**config.mk**
```make
export PLATFORM = sky130hd
export DESIGN_NAME = data_eeprom_access_control
export DESIGN_NICKNAME = d
export VERILOG_FILES = /design/src/nv_access_pkg.sv /design/src/data_eeprom_access_control.sv /design/src/nv_array_mem.sv
export VERILOG_INCLUDE_DIRS = /design/src
export SDC_FILE = /design/constraint.sdc
export NUM_CORES = 2
export LEC_CHECK = 0
export BUFFER_PORTS_ARGS = -buffer_cell sky130_fd_sc_hd__buf_2
export CORE_MARGIN = 3
export CORE_UTILIZATION = 25
export DETAILED_ROUTE_END_ITERATION = 6
export HOLD_SLACK_MARGIN = 0.06
export PLACE_DENSITY_LB_ADDON = 0.12
export SYNTH_ARGS = -nofsm -noshare
export SYNTH_HDL_FRONTEND = slang
export SYNTH_SLANG_ARGS = --single-unit
```
**constraint.sdc**
```tcl
create_clock -name clk -period 3.4 [get_ports clk]
set_input_delay 0.17 -clock clk [delete_from_list [all_inputs] [get_ports clk]]
set_output_delay 0.17 -clock clk [all_outputs]
set_load 0.01 [all_outputs]
```
**src/nv_access_defines.svh**
```systemverilog
// constants of the data eeprom access block: register indices, byte addresses,
// field positions, reset values and timing counts.
// assumes it is included by its bare name from every file that needs it.
`ifndef NV_ACCESS_DEFINES_SVH
`define NV_ACCESS_DEFINES_SVH

// register indices; byte address is four times the index
`define FLAG_REG_IDX     8'h0c
`define DATA_REG_IDX     8'h9a
`define INDEX_REG_IDX    8'h9b
`define CONTROL_REG_IDX  8'h9c
`define UNLOCK_PORT_IDX  8'h9d
`define IDX2ADDR(i)      ({2'b00, (i), 2'b00})

// array geometry
`define ARRAY_DEPTH      128
`define ARRAY_AW         7
`define ERASED_BYTE      8'hff

// control register fields
`define CTL_READ_BIT     0
`define CTL_STORE_BIT    1
`define CTL_PERMIT_BIT   2
`define CTL_ABORT_BIT    3
// peripheral flag register field
`define FLAG_DONE_BIT    7

// reset values
`define DATA_RESET       8'h00
`define INDEX_RESET      8'h00

// unlock key bytes
`define KEY_FIRST        8'h55
`define KEY_SECOND       8'haa

// timing
`define CLK_PERIOD_NS    8
`define STORE_TIME_NS    5000000
`define UNLOCK_WINDOW_CYC 16

// axi responses
`define RESP_OKAY        2'b00
`define RESP_SLVERR      2'b10

`endif

```
**src/nv_access_pkg.sv**
```systemverilog
// types shared by the data eeprom access block.
// assumes nv_access_defines.svh is available for constants.
package nv_access_pkg;

  // self-timed store sequence
  typedef enum logic [1:0] {
    ST_IDLE  = 2'b00,
    ST_ERASE = 2'b01,
    ST_PROG  = 2'b10
  } store_state_t;

  // progress through the unlock key sequence
  typedef enum logic [1:0] {
    KEY_NONE  = 2'b00,
    KEY_GOT_1 = 2'b01,
    KEY_GOT_2 = 2'b10
  } key_state_t;

  typedef logic [7:0] byte_t;

endpackage

```
**src/data_eeprom_access_control.sv**
```systemverilog
// indirect access control for the 128-byte data eeprom, axi4-lite register slave.
// assumes reset pins and the protect strap come from outside the clock domain;
// the programming port is driven by logic on clk.
`timescale 1ns/1ns
`include "nv_access_defines.svh"

module data_eeprom_access_control #(
  parameter int unsigned STORE_CYC =
    (`STORE_TIME_NS + `CLK_PERIOD_NS - 1) / `CLK_PERIOD_NS  // store time in cycles
) (
  // clock and power-up reset
  input  wire logic                 clk,
  input  wire logic                 resetn,
  // axi4-lite write address and data
  input  wire logic [11:0]          s_axi_awaddr,
  input  wire logic                 s_axi_awvalid,
  output logic                      s_axi_awready,
  input  wire logic [31:0]          s_axi_wdata,
  input  wire logic [3:0]           s_axi_wstrb,
  input  wire logic                 s_axi_wvalid,
  output logic                      s_axi_wready,
  // axi4-lite write response
  output logic [1:0]                s_axi_bresp,
  output logic                      s_axi_bvalid,
  input  wire logic                 s_axi_bready,
  // axi4-lite read
  input  wire logic [11:0]          s_axi_araddr,
  input  wire logic                 s_axi_arvalid,
  output logic                      s_axi_arready,
  output logic [31:0]               s_axi_rdata,
  output logic [1:0]                s_axi_rresp,
  output logic                      s_axi_rvalid,
  input  wire logic                 s_axi_rready,
  // other reset sources, asynchronous pins
  input  wire logic                 external_reset_pin,
  input  wire logic                 watchdog_timeout,
  input  wire logic                 brownout_detect,
  // data protection strap, high when protected
  input  wire logic                 data_protect,
  // external programming port
  input  wire logic                 prog_req,
  input  wire logic                 prog_write,
  input  wire logic [`ARRAY_AW-1:0] prog_addr,
  input  wire nv_access_pkg::byte_t prog_wdata,
  output nv_access_pkg::byte_t      prog_rdata,
  output logic                      prog_ack,
  output logic                      prog_denied
);
  import nv_access_pkg::*;

  // synchronisers for the four asynchronous inputs
  logic [3:0] pin_meta_q;                 // first stage, read only by second
  logic [3:0] pin_sync_q;                 // second stage
  logic       other_rst;                  // any non power-up reset active
  logic       protect;                    // synchronised protection strap

  // axi state
  logic        aw_held_q;                 // write address captured
  logic [11:0] aw_addr_q;                 // captured write address
  logic        w_held_q;                  // write data captured
  logic [7:0]  w_data_q;                  // captured low byte
  logic        w_lane0_q;                 // low byte lane enabled
  logic        bvalid_q;                  // write response pending
  logic [1:0]  bresp_q;                   // write response code
  logic        rvalid_q;                  // read response pending
  logic [31:0] rdata_q;                   // read response data
  logic [1:0]  rresp_q;                   // read response code
  logic        wr_fire;                   // register write takes effect

  // register file
  byte_t        data_q;                   // nv_byte_reg
  byte_t        index_q;                  // nv_index_reg
  logic         permit_q;                 // store_permit
  logic         abort_q;                  // store_abort_flag
  logic         done_q;                   // store_done_flag
  logic         rd_trig_q;                // read trigger
  logic         rd_load_q;                // array read data lands next edge

  // store engine
  store_state_t st_q;                     // store sequence state
  logic [19:0]  timer_q;                  // self-timer
  logic [6:0]   st_addr_q;                // captured location
  byte_t        st_data_q;                // captured byte
  logic         st_prog_q;                // store belongs to programmer
  key_state_t   key_q;                    // unlock progress
  logic [4:0]   key_cnt_q;                // unlock window counter

  // programming port
  logic         prog_load_q;              // programmer read lands next edge
  logic         prog_ack_q;               // programmer answer pulse
  logic         prog_denied_q;            // programmer refused pulse
  byte_t        prog_rdata_q;             // programmer read data

  // decoded strobes
  logic  wr_data, wr_index, wr_ctl, wr_key, wr_flag;
  logic  store_go, store_done, cpu_rd_fire, prog_take;
  logic  mem_we, mem_re;
  logic [6:0] mem_waddr, mem_raddr;
  byte_t mem_wdata, mem_rdata;

  // two-flop synchroniser on the pins
  always_ff @(posedge clk) begin
    if (!resetn) begin
      pin_meta_q <= 4'h0;
      pin_sync_q <= 4'h0;
    end else begin
      pin_meta_q <= {data_protect, brownout_detect, watchdog_timeout, external_reset_pin};
      pin_sync_q <= pin_meta_q;
    end
  end
  assign other_rst = |pin_sync_q[2:0];
  assign protect   = pin_sync_q[3];

  // axi handshakes: address and data accepted independently
  assign s_axi_awready = !aw_held_q;
  assign s_axi_wready  = !w_held_q;
  assign s_axi_bvalid  = bvalid_q;
  assign s_axi_bresp   = bresp_q;
  assign s_axi_arready = !rvalid_q;
  assign s_axi_rvalid  = rvalid_q;
  assign s_axi_rdata   = rdata_q;
  assign s_axi_rresp   = rresp_q;
  assign wr_fire       = aw_held_q && w_held_q && !bvalid_q;

  // capture write address and data, release both when the write fires
  always_ff @(posedge clk) begin
    if (!resetn) begin
      aw_held_q <= 1'b0;
      aw_addr_q <= 12'h000;
      w_held_q  <= 1'b0;
      w_data_q  <= 8'h00;
      w_lane0_q <= 1'b0;
    end else begin
      if (wr_fire) begin
        aw_held_q <= 1'b0;
      end else if (s_axi_awvalid && !aw_held_q) begin
        aw_held_q <= 1'b1;
        aw_addr_q <= s_axi_awaddr;
      end
      if (wr_fire) begin
        w_held_q <= 1'b0;
      end else if (s_axi_wvalid && !w_held_q) begin
        w_held_q  <= 1'b1;
        w_data_q  <= s_axi_wdata[7:0];
        w_lane0_q <= s_axi_wstrb[0];
      end
    end
  end

  // address decode; array never appears in the map
  always_comb begin
    wr_data  = wr_fire && w_lane0_q && (aw_addr_q == `IDX2ADDR(`DATA_REG_IDX));
    wr_index = wr_fire && w_lane0_q && (aw_addr_q == `IDX2ADDR(`INDEX_REG_IDX));
    wr_ctl   = wr_fire && w_lane0_q && (aw_addr_q == `IDX2ADDR(`CONTROL_REG_IDX));
    wr_key   = wr_fire && w_lane0_q && (aw_addr_q == `IDX2ADDR(`UNLOCK_PORT_IDX));
    wr_flag  = wr_fire && w_lane0_q && (aw_addr_q == `IDX2ADDR(`FLAG_REG_IDX));
  end

  // write response; unmapped addresses answer slverr
  always_ff @(posedge clk) begin
    if (!resetn) begin
      bvalid_q <= 1'b0;
      bresp_q  <= `RESP_OKAY;
    end else if (wr_fire) begin
      bvalid_q <= 1'b1;
      case (aw_addr_q)
        `IDX2ADDR(`DATA_REG_IDX), `IDX2ADDR(`INDEX_REG_IDX),
        `IDX2ADDR(`CONTROL_REG_IDX), `IDX2ADDR(`UNLOCK_PORT_IDX),
        `IDX2ADDR(`FLAG_REG_IDX): bresp_q <= `RESP_OKAY;
        default:                  bresp_q <= `RESP_SLVERR;
      endcase
    end else if (s_axi_bready) begin
      bvalid_q <= 1'b0;
    end
  end

  // read response, one cycle after the address is taken
  always_ff @(posedge clk) begin
    if (!resetn) begin
      rvalid_q <= 1'b0;
      rdata_q  <= 32'h0000_0000;
      rresp_q  <= `RESP_OKAY;
    end else if (s_axi_arvalid && !rvalid_q) begin
      rvalid_q <= 1'b1;
      rresp_q  <= `RESP_OKAY;
      rdata_q  <= 32'h0000_0000;
      case (s_axi_araddr)
        `IDX2ADDR(`DATA_REG_IDX):    rdata_q[7:0] <= data_q;
        `IDX2ADDR(`INDEX_REG_IDX):   rdata_q[7:0] <= index_q;
        // upper nibble unimplemented
        `IDX2ADDR(`CONTROL_REG_IDX): rdata_q[7:0] <= {4'h0, abort_q, permit_q,
                                                     (st_q != ST_IDLE) && !st_prog_q,
                                                     rd_trig_q};
        `IDX2ADDR(`UNLOCK_PORT_IDX): rdata_q[7:0] <= 8'h00;
        `IDX2ADDR(`FLAG_REG_IDX):    rdata_q[`FLAG_DONE_BIT] <= done_q;
        default:                     rresp_q <= `RESP_SLVERR;
      endcase
    end else if (s_axi_rready) begin
      rvalid_q <= 1'b0;
    end
  end

  // unlock key tracker; any other write or the window running out resets it
  always_ff @(posedge clk) begin
    if (!resetn || other_rst) begin
      key_q     <= KEY_NONE;
      key_cnt_q <= 5'h00;
    end else if (wr_key && w_data_q == `KEY_FIRST) begin
      key_q     <= KEY_GOT_1;
      key_cnt_q <= 5'h00;
    end else if (wr_key && w_data_q == `KEY_SECOND && key_q == KEY_GOT_1) begin
      key_q     <= KEY_GOT_2;
      key_cnt_q <= 5'h00;
    end else if (wr_fire) begin
      key_q <= KEY_NONE;
    end else if (key_q != KEY_NONE) begin
      if (key_cnt_q == 5'(`UNLOCK_WINDOW_CYC - 1)) begin
        key_q <= KEY_NONE; // too slow, sequence broken
      end else begin
        key_cnt_q <= key_cnt_q + 5'h01;
      end
    end
  end

  // store start needs key, permit already set and an idle engine
  assign store_go = wr_ctl && w_data_q[`CTL_STORE_BIT] && key_q == KEY_GOT_2
                    && permit_q && st_q == ST_IDLE && !other_rst;
  assign store_done = st_q == ST_PROG && timer_q == 20'(STORE_CYC - 1);

  // read fires on the trigger write, or once the store has finished
  assign cpu_rd_fire = !other_rst && st_q == ST_IDLE && !store_go && !rd_load_q
                       && ((wr_ctl && w_data_q[`CTL_READ_BIT]) || rd_trig_q);
  assign prog_take = prog_req && !other_rst && st_q == ST_IDLE && !store_go
                     && !cpu_rd_fire && !rd_trig_q && !prog_load_q
                     && !prog_ack_q && !prog_denied_q;

  // store engine: erase one cycle, then program when the timer runs out
  always_ff @(posedge clk) begin
    if (!resetn || other_rst) begin
      st_q      <= ST_IDLE;
      timer_q   <= 20'h00000;
      st_addr_q <= 7'h00;
      st_data_q <= 8'h00;
      st_prog_q <= 1'b0;
    end else begin
      unique case (st_q)
        ST_IDLE: begin
          timer_q <= 20'h00000;
          if (store_go) begin
            st_q      <= ST_ERASE;
            st_addr_q <= index_q[6:0];
            st_data_q <= data_q;
            st_prog_q <= 1'b0;
          end else if (prog_take && prog_write && !protect) begin
            st_q      <= ST_ERASE;
            st_addr_q <= prog_addr;
            st_data_q <= prog_wdata;
            st_prog_q <= 1'b1;
          end
        end
        ST_ERASE: begin
          st_q <= ST_PROG; // location erased this cycle
        end
        ST_PROG: begin
          if (store_done) begin
            st_q <= ST_IDLE;
          end else begin
            timer_q <= timer_q + 20'h00001;
          end
        end
      endcase
    end
  end

  // array ports; the programmer is refused under protection
  always_comb begin
    mem_we    = (st_q == ST_ERASE) || store_done;
    mem_waddr = st_addr_q;
    mem_wdata = (st_q == ST_ERASE) ? `ERASED_BYTE : st_data_q;
    mem_re    = cpu_rd_fire || (prog_take && !prog_write && !protect);
    mem_raddr = cpu_rd_fire ? index_q[6:0] : prog_addr;
  end

  nv_array_mem u_array (
    .clk   (clk),
    .we    (mem_we),
    .waddr (mem_waddr),
    .wdata (mem_wdata),
    .re    (mem_re),
    .raddr (mem_raddr),
    .rdata (mem_rdata)
  );

  // read trigger: set-only from software, cleared when data lands
  always_ff @(posedge clk) begin
    if (!resetn || other_rst) begin
      rd_trig_q <= 1'b0;
      rd_load_q <= 1'b0;
    end else begin
      rd_load_q <= cpu_rd_fire;
      if (wr_ctl && w_data_q[`CTL_READ_BIT]) begin
        rd_trig_q <= 1'b1; // a new request outlives the clear of the last one
      end else if (rd_load_q) begin
        rd_trig_q <= 1'b0;
      end
    end
  end

  // data register: array read wins over a software write
  always_ff @(posedge clk) begin
    if (!resetn || other_rst) begin
      data_q <= `DATA_RESET;
    end else if (rd_load_q) begin
      data_q <= mem_rdata;
    end else if (wr_data) begin
      data_q <= w_data_q;
    end
  end

  // index register; bit 7 stored but never decoded
  always_ff @(posedge clk) begin
    if (!resetn || other_rst) begin
      index_q <= `INDEX_RESET;
    end else if (wr_index) begin
      index_q <= w_data_q;
    end
  end

  // permit survives other resets; only power-up or software clear it
  always_ff @(posedge clk) begin
    if (!resetn) begin
      permit_q <= 1'b0;
    end else if (wr_ctl) begin
      permit_q <= w_data_q[`CTL_PERMIT_BIT];
    end
  end

  // abort flag: interruption sets, software writes, clean finish clears
  always_ff @(posedge clk) begin
    if (!resetn) begin
      abort_q <= 1'b0;
    end else if (other_rst && st_q != ST_IDLE) begin
      abort_q <= 1'b1;
    end else if (wr_ctl) begin
      abort_q <= w_data_q[`CTL_ABORT_BIT];
    end else if (store_done) begin
      abort_q <= 1'b0;
    end
  end

  // done flag: completion set beats a software clear in the same cycle
  always_ff @(posedge clk) begin
    if (!resetn || other_rst) begin
      done_q <= 1'b0;
    end else if (store_done) begin
      done_q <= 1'b1;
    end else if (wr_flag && !w_data_q[`FLAG_DONE_BIT]) begin
      done_q <= 1'b0;
    end
  end

  // programming port answers: read data, acknowledge, refusal
  always_ff @(posedge clk) begin
    if (!resetn || other_rst) begin
      prog_load_q   <= 1'b0;
      prog_ack_q    <= 1'b0;
      prog_denied_q <= 1'b0;
      prog_rdata_q  <= 8'h00;
    end else begin
      prog_load_q   <= prog_take && !prog_write && !protect;
      prog_denied_q <= prog_take && protect;
      prog_ack_q    <= prog_load_q || (store_done && st_prog_q);
      if (prog_load_q) begin
        prog_rdata_q <= mem_rdata;
      end
    end
  end
  assign prog_rdata  = prog_rdata_q;
  assign prog_ack    = prog_ack_q;
  assign prog_denied = prog_denied_q;

endmodule // data_eeprom_access_control

```
**src/nv_array_mem.sv**
```systemverilog
// the 128-byte data array: one write port, one read port with registered data.
// assumes a single clock; no reset on the storage itself.
`timescale 1ns/1ns
`include "nv_access_defines.svh"

module nv_array_mem (
  // clock
  input  wire logic                   clk,
  // write port
  input  wire logic                   we,
  input  wire logic [`ARRAY_AW-1:0]   waddr,
  input  wire logic [7:0]             wdata,
  // read port
  input  wire logic                   re,
  input  wire logic [`ARRAY_AW-1:0]   raddr,
  output logic      [7:0]             rdata
);

  logic [7:0] cells [`ARRAY_DEPTH];  // storage cells

  // write a cell; erase and program both pass here
  always_ff @(posedge clk) begin
    if (we) begin
      cells[waddr] <= wdata;
    end
  end

  // read data held in a register until the next read
  always_ff @(posedge clk) begin
    if (re) begin
      rdata <= cells[raddr];
    end
  end

endmodule // nv_array_mem

```
==> results summary <==
The final hold violation count is 0. The clock latency on the worst-skew pair is 0.78 ns. The pin count of the biggest net entering global routing came out at 91. The total number of placement rows is 158.

Global routing consumed, on the met1 layer, 23.4% of the routing resources. Once placement completed, the tool counted placed cells totaling 6408. After routing the design area is 0.0609 mm². The pre-antenna-repair detailed-routing pass consisted of 5 iterations.

The core box area came out at 0.186 mm². Internal power comes to 25.0 mW. In this run, distinct cell masters in the synthesized netlist total 83.

The normalized max-slew margin is 33.2%. The net switching power figure is 8.14 mW. The timing-limited maximum frequency is 0.264 GHz. The residual overflow from global routing is 0. The clock transition time at the flip-flop clock pins of the worst setup and hold paths is 0.06 ns.

In this run the static leakage power is 21.8 nW. The starting DRC count in detailed routing is 2391. The critical path is of the reg -> reg type.

The met2 usage in global routing came out at 26.4%. The total number of yosys warnings came out at 0. The final-report setup violation count is 8. The clock passes through at most 3 buffers. The area used by sequential logic in the layout is 0.0334 mm². In the global route stage, met3 resource usage came out at 3.04%. At the worst endpoint, the arrival time is 4.31 ns. The clock network burns 42.7% of the power. The number of CTS-inserted buffers is 138. At the pin with the least slew margin, the transition time is 0.999 ns. The maximum fanout along the worst path came out at 7. The root buffer cell is sky130_fd_sc_hd__clkbuf_16. Dividing the detail-routed wire length by the instance count gives 24.2 µm. Wires add up to 165 mm. The number of H-tree levels is 4. The DRC violation count after routing is 0. Of the total power, the share spent switching nets is 24.6%.

The post-synthesis sequential area ratio is 71.3%. Across the run, the number of max-cap violations was 0. The synthesized design contains 1032 enable-type register cells. The chip width came out at 439 µm. The global routing stage identified its most utilized layer as met2. The post-route netlist has 24.4% of its cells at a drive strength greater than 1. Of the available clock period, the critical path in the final layout requires 112%. The effective utilization at floorplan is 25.2%.

For this run, the leading register cell type out of synthesis is sky130_fd_sc_hd__edfxtp_1. The number of global-route vias before repair is 31.2k. For the worst setup path, the data required time is 3.92 ns. The die is 439 µm tall. Across the VDD grid, the largest voltage drop is 0.493 mV.

The reg2reg setup slack came out at -0.39 ns. The area of the multi-input gates is 0.0133 mm². Leaving out fill and tap cells, the most frequent cell in the layout is sky130_fd_sc_hd__edfxtp_1.

The fraction of registers with async set/reset is 0%. The final-layout worst hold slack is 0.147 ns. The final count of pins violating max slew came out at 0. The number of cells produced by synthesis is 3519. TritonCTS built the clock tree. Once placement finished, the instance area stood at 0.0540 mm². The number of sinks handled by clock tree synthesis is 1152. The checks that failed: negative setup slack. The worst path setup slack after routing is -0.392 ns. The shortest clock period the worst path allows after layout is 3.79 ns. The total via count after detailed routing is 31.2k. Counting the fill cells in the layout gives 18.6k. Of the total power, combinational logic draws 9.3%.

In the layout the commonest cells are sky130_fd_sc_hd__edfxtp_1, sky130_fd_sc_hd__nand2_1, sky130_fd_sc_hd__buf_4. The number of port buffers is 85. The routability congestion estimate is 0.802.

The worst setup path is captured at a flip-flop. The run finished, with violations left. The area of the die is 0.192 mm². The post-DP HPWL is 107 mm.

Relative to the synthesized area, the layout overhead comes to 30.2%. Setup repair after global routing could not meet its margin everywhere. The average instance area after synthesis is 13.3 µm². The power per standard cell area came out at 544 mW/mm². The sequential share of power came out at 47.9%.

The number of nets at the end of the flow came out at 4290. The synthesis-stage register bit count is 1152. Global routing used 16.8% of the available tracks across all layers. The largest clock skew in the final design came out at 0.0210 ns. The detail route stage leaves a number of antenna-violating nets equal to 0. The number of vias per cell is 4.60. The worst min-delay path class is in -> reg. For this design the top-level I/O count stands at 139. The number of non-filler instances in the completed layout is 6791.

STA classifies the critical path startpoint as a flip-flop. The global-route wire length before repair is 233 mm. The area of the mapped netlist came out at 0.0468 mm².

The power after layout is 33.1 mW. The initial antenna violation count is 11.
==> cell families (layout without fill, tap and decap cells) <==
logic type	Yosys count	after routing	share of synthesized area, %
simple gates	1340	1340	12.5
compound gates	522	522	7.23
other cells	1	32	0.00801
xor+xnor	9	9	0.168
mux	243	243	5.86
fa+ha+maj	6	6	0.160
buf+inv	246	1007	2.73
flops	1152	1152	71.3
==> power by group through the flow <==
stage          logic, mW  clock network [mW]  registers (mW)
4_1_cts             3.09                14.6            15.9
6_report            3.10                14.2            15.9
3_3_place_gp        2.80                   0            16.2
5_1_grt             3.33                15.1            15.9
2_1_floorplan       1.22                   0            16.2
3_5_place_dp        2.79                   0            16.2
==> sequential cells by signal, summed over array words and instances, names as in the netlist, 2 cells and up <==
name,cells
index_q,8
timer_q,20
prog_rdata,8
u_array.rdata,8
u_array.cells,1024
st_q,2
key_q,2
mem_waddr,7
pin_sync_q,4
pin_meta_q,4
aw_addr_q,12
data_q,8
w_data_q,8
key_cnt_q,5
st_data_q,8
s_axi_rdata,8
==> cells in the mapped netlist, types with 4 or more instances <==
master                      number  area (µm²)
sky130_fd_sc_hd__a2111oi_0       7        61.3
sky130_fd_sc_hd__a211oi_1       38         285
sky130_fd_sc_hd__a21boi_0        8        60.1
sky130_fd_sc_hd__a21o_1          4        30.0
sky130_fd_sc_hd__a21oi_1       224        1120
sky130_fd_sc_hd__a22oi_1        33         248
sky130_fd_sc_hd__a311oi_1       10        87.6
sky130_fd_sc_hd__a31oi_1        28         175
sky130_fd_sc_hd__a32oi_1         6        52.6
sky130_fd_sc_hd__and2_1         16         100
sky130_fd_sc_hd__and3_1         28         175
sky130_fd_sc_hd__buf_1          20        75.1
sky130_fd_sc_hd__buf_2          75         375
sky130_fd_sc_hd__buf_4          43         323
sky130_fd_sc_hd__buf_6          10         113
sky130_fd_sc_hd__clkbuf_1       78         293
sky130_fd_sc_hd__dfxtp_1       120        2400
sky130_fd_sc_hd__edfxtp_1     1032       31000
sky130_fd_sc_hd__ha_1            6        75.1
sky130_fd_sc_hd__inv_1          17        63.8
sky130_fd_sc_hd__mux2_2          5        56.3
sky130_fd_sc_hd__mux2i_1       211        2110
sky130_fd_sc_hd__mux4_2         22         495
sky130_fd_sc_hd__nand2_1       670        2510
sky130_fd_sc_hd__nand2b_1       15        93.8
sky130_fd_sc_hd__nand3_1       206        1030
sky130_fd_sc_hd__nand3b_1       13        97.6
sky130_fd_sc_hd__nand4_1        18         113
sky130_fd_sc_hd__nor2_1        247         927
sky130_fd_sc_hd__nor2b_1         9        56.3
sky130_fd_sc_hd__nor3_1         45         225
sky130_fd_sc_hd__nor3b_1         5        37.5
sky130_fd_sc_hd__nor4_1         27         169
sky130_fd_sc_hd__o21ai_0        40         200
sky130_fd_sc_hd__o221a_2         7        78.8
sky130_fd_sc_hd__o221ai_1       53         464
sky130_fd_sc_hd__o22ai_1        25         156
sky130_fd_sc_hd__o41ai_1         8        70.1
sky130_fd_sc_hd__or2_2          10        62.6
sky130_fd_sc_hd__or3_1           7        43.8
sky130_fd_sc_hd__xor2_1          7        61.3
==> per-layer routing <==
layer	vias to the layer above	part of all wire, %
met5	-	0.021
met4	4	2.4
met3	192	4.8
met2	670	46
met1	15900	47
li1	14500	-
==> final timing paths <==
| check | from | end | cells past startpoint |
|---|---|---|---|
| min | s_axi_araddr[3] | s_axi_rresp[1] | 6 |
| max | aw_addr_q[10] | u_array.rdata[6] | 18 |
| max reg2reg | aw_addr_q[10] | u_array.rdata[6] | 18 |
| min reg2reg | pin_meta_q[0] | pin_sync_q[0] | 1 |
==> what timing repair did <==
| item | in CTS | in global routing |
|---|---|---|
| endpoints found under the hold margin | 63 | 0 |
| hold buffers | 72 | 0 |
| endpoints found under the setup margin | 8 | 11 |
| pin swaps | 38 | 23 |
| setup buffers | 45 | 8 |
| resized for setup | 172 | 79 |
| cloned | 6 | 3 |
==> metrics by stage <==
stage | setup WS, ns | utilization, % | setup TNS, ns
floorplan | 0.262 | - | 0
global route | -0.494 | 32.8 | -3.47
CTS | -0.410 | 32.5 | -2.97
global placement | -1.31 | 29.1 | -7.93
finish | -0.392 | 32.8 | -2.54
detailed placement | -1.21 | 29.1 | -7.31
==> critical path, cell delays in order, from the launching register on <==
cell	delay, ns
sky130_fd_sc_hd__dfxtp_2	0.33
sky130_fd_sc_hd__nor4_4	0.26
sky130_fd_sc_hd__and4_4	0.33
sky130_fd_sc_hd__a211oi_4	0.08
sky130_fd_sc_hd__buf_6	0.14
sky130_fd_sc_hd__and3_4	0.18
sky130_fd_sc_hd__nor2_4	0.14
sky130_fd_sc_hd__buf_12	0.13
sky130_fd_sc_hd__buf_8	0.12
sky130_fd_sc_hd__buf_12	0.13
sky130_fd_sc_hd__buf_4	0.13
sky130_fd_sc_hd__mux2i_1	0.21
sky130_fd_sc_hd__o221ai_1	0.26
sky130_fd_sc_hd__buf_4	0.23
sky130_fd_sc_hd__a21oi_1	0.18
sky130_fd_sc_hd__nor4_2	0.09
sky130_fd_sc_hd__nor4_4	0.37
sky130_fd_sc_hd__buf_4	0.17
sky130_fd_sc_hd__a31oi_1	0.03
==> layout make-up <==
cell class / instances / share of cell area [%]
diodes: 6 / 0.0246
clock buffers: 183 / 6.13
clock inverters: 66 / 0.889
inverters: 18 / 0.111
multi-input cells: 2146 / 21.9
flip-flops and latches: 1152 / 54.8
well taps: 2480 / 5.09
repair buffers: 740 / 11.1
(Power assumes the default switching activity.)
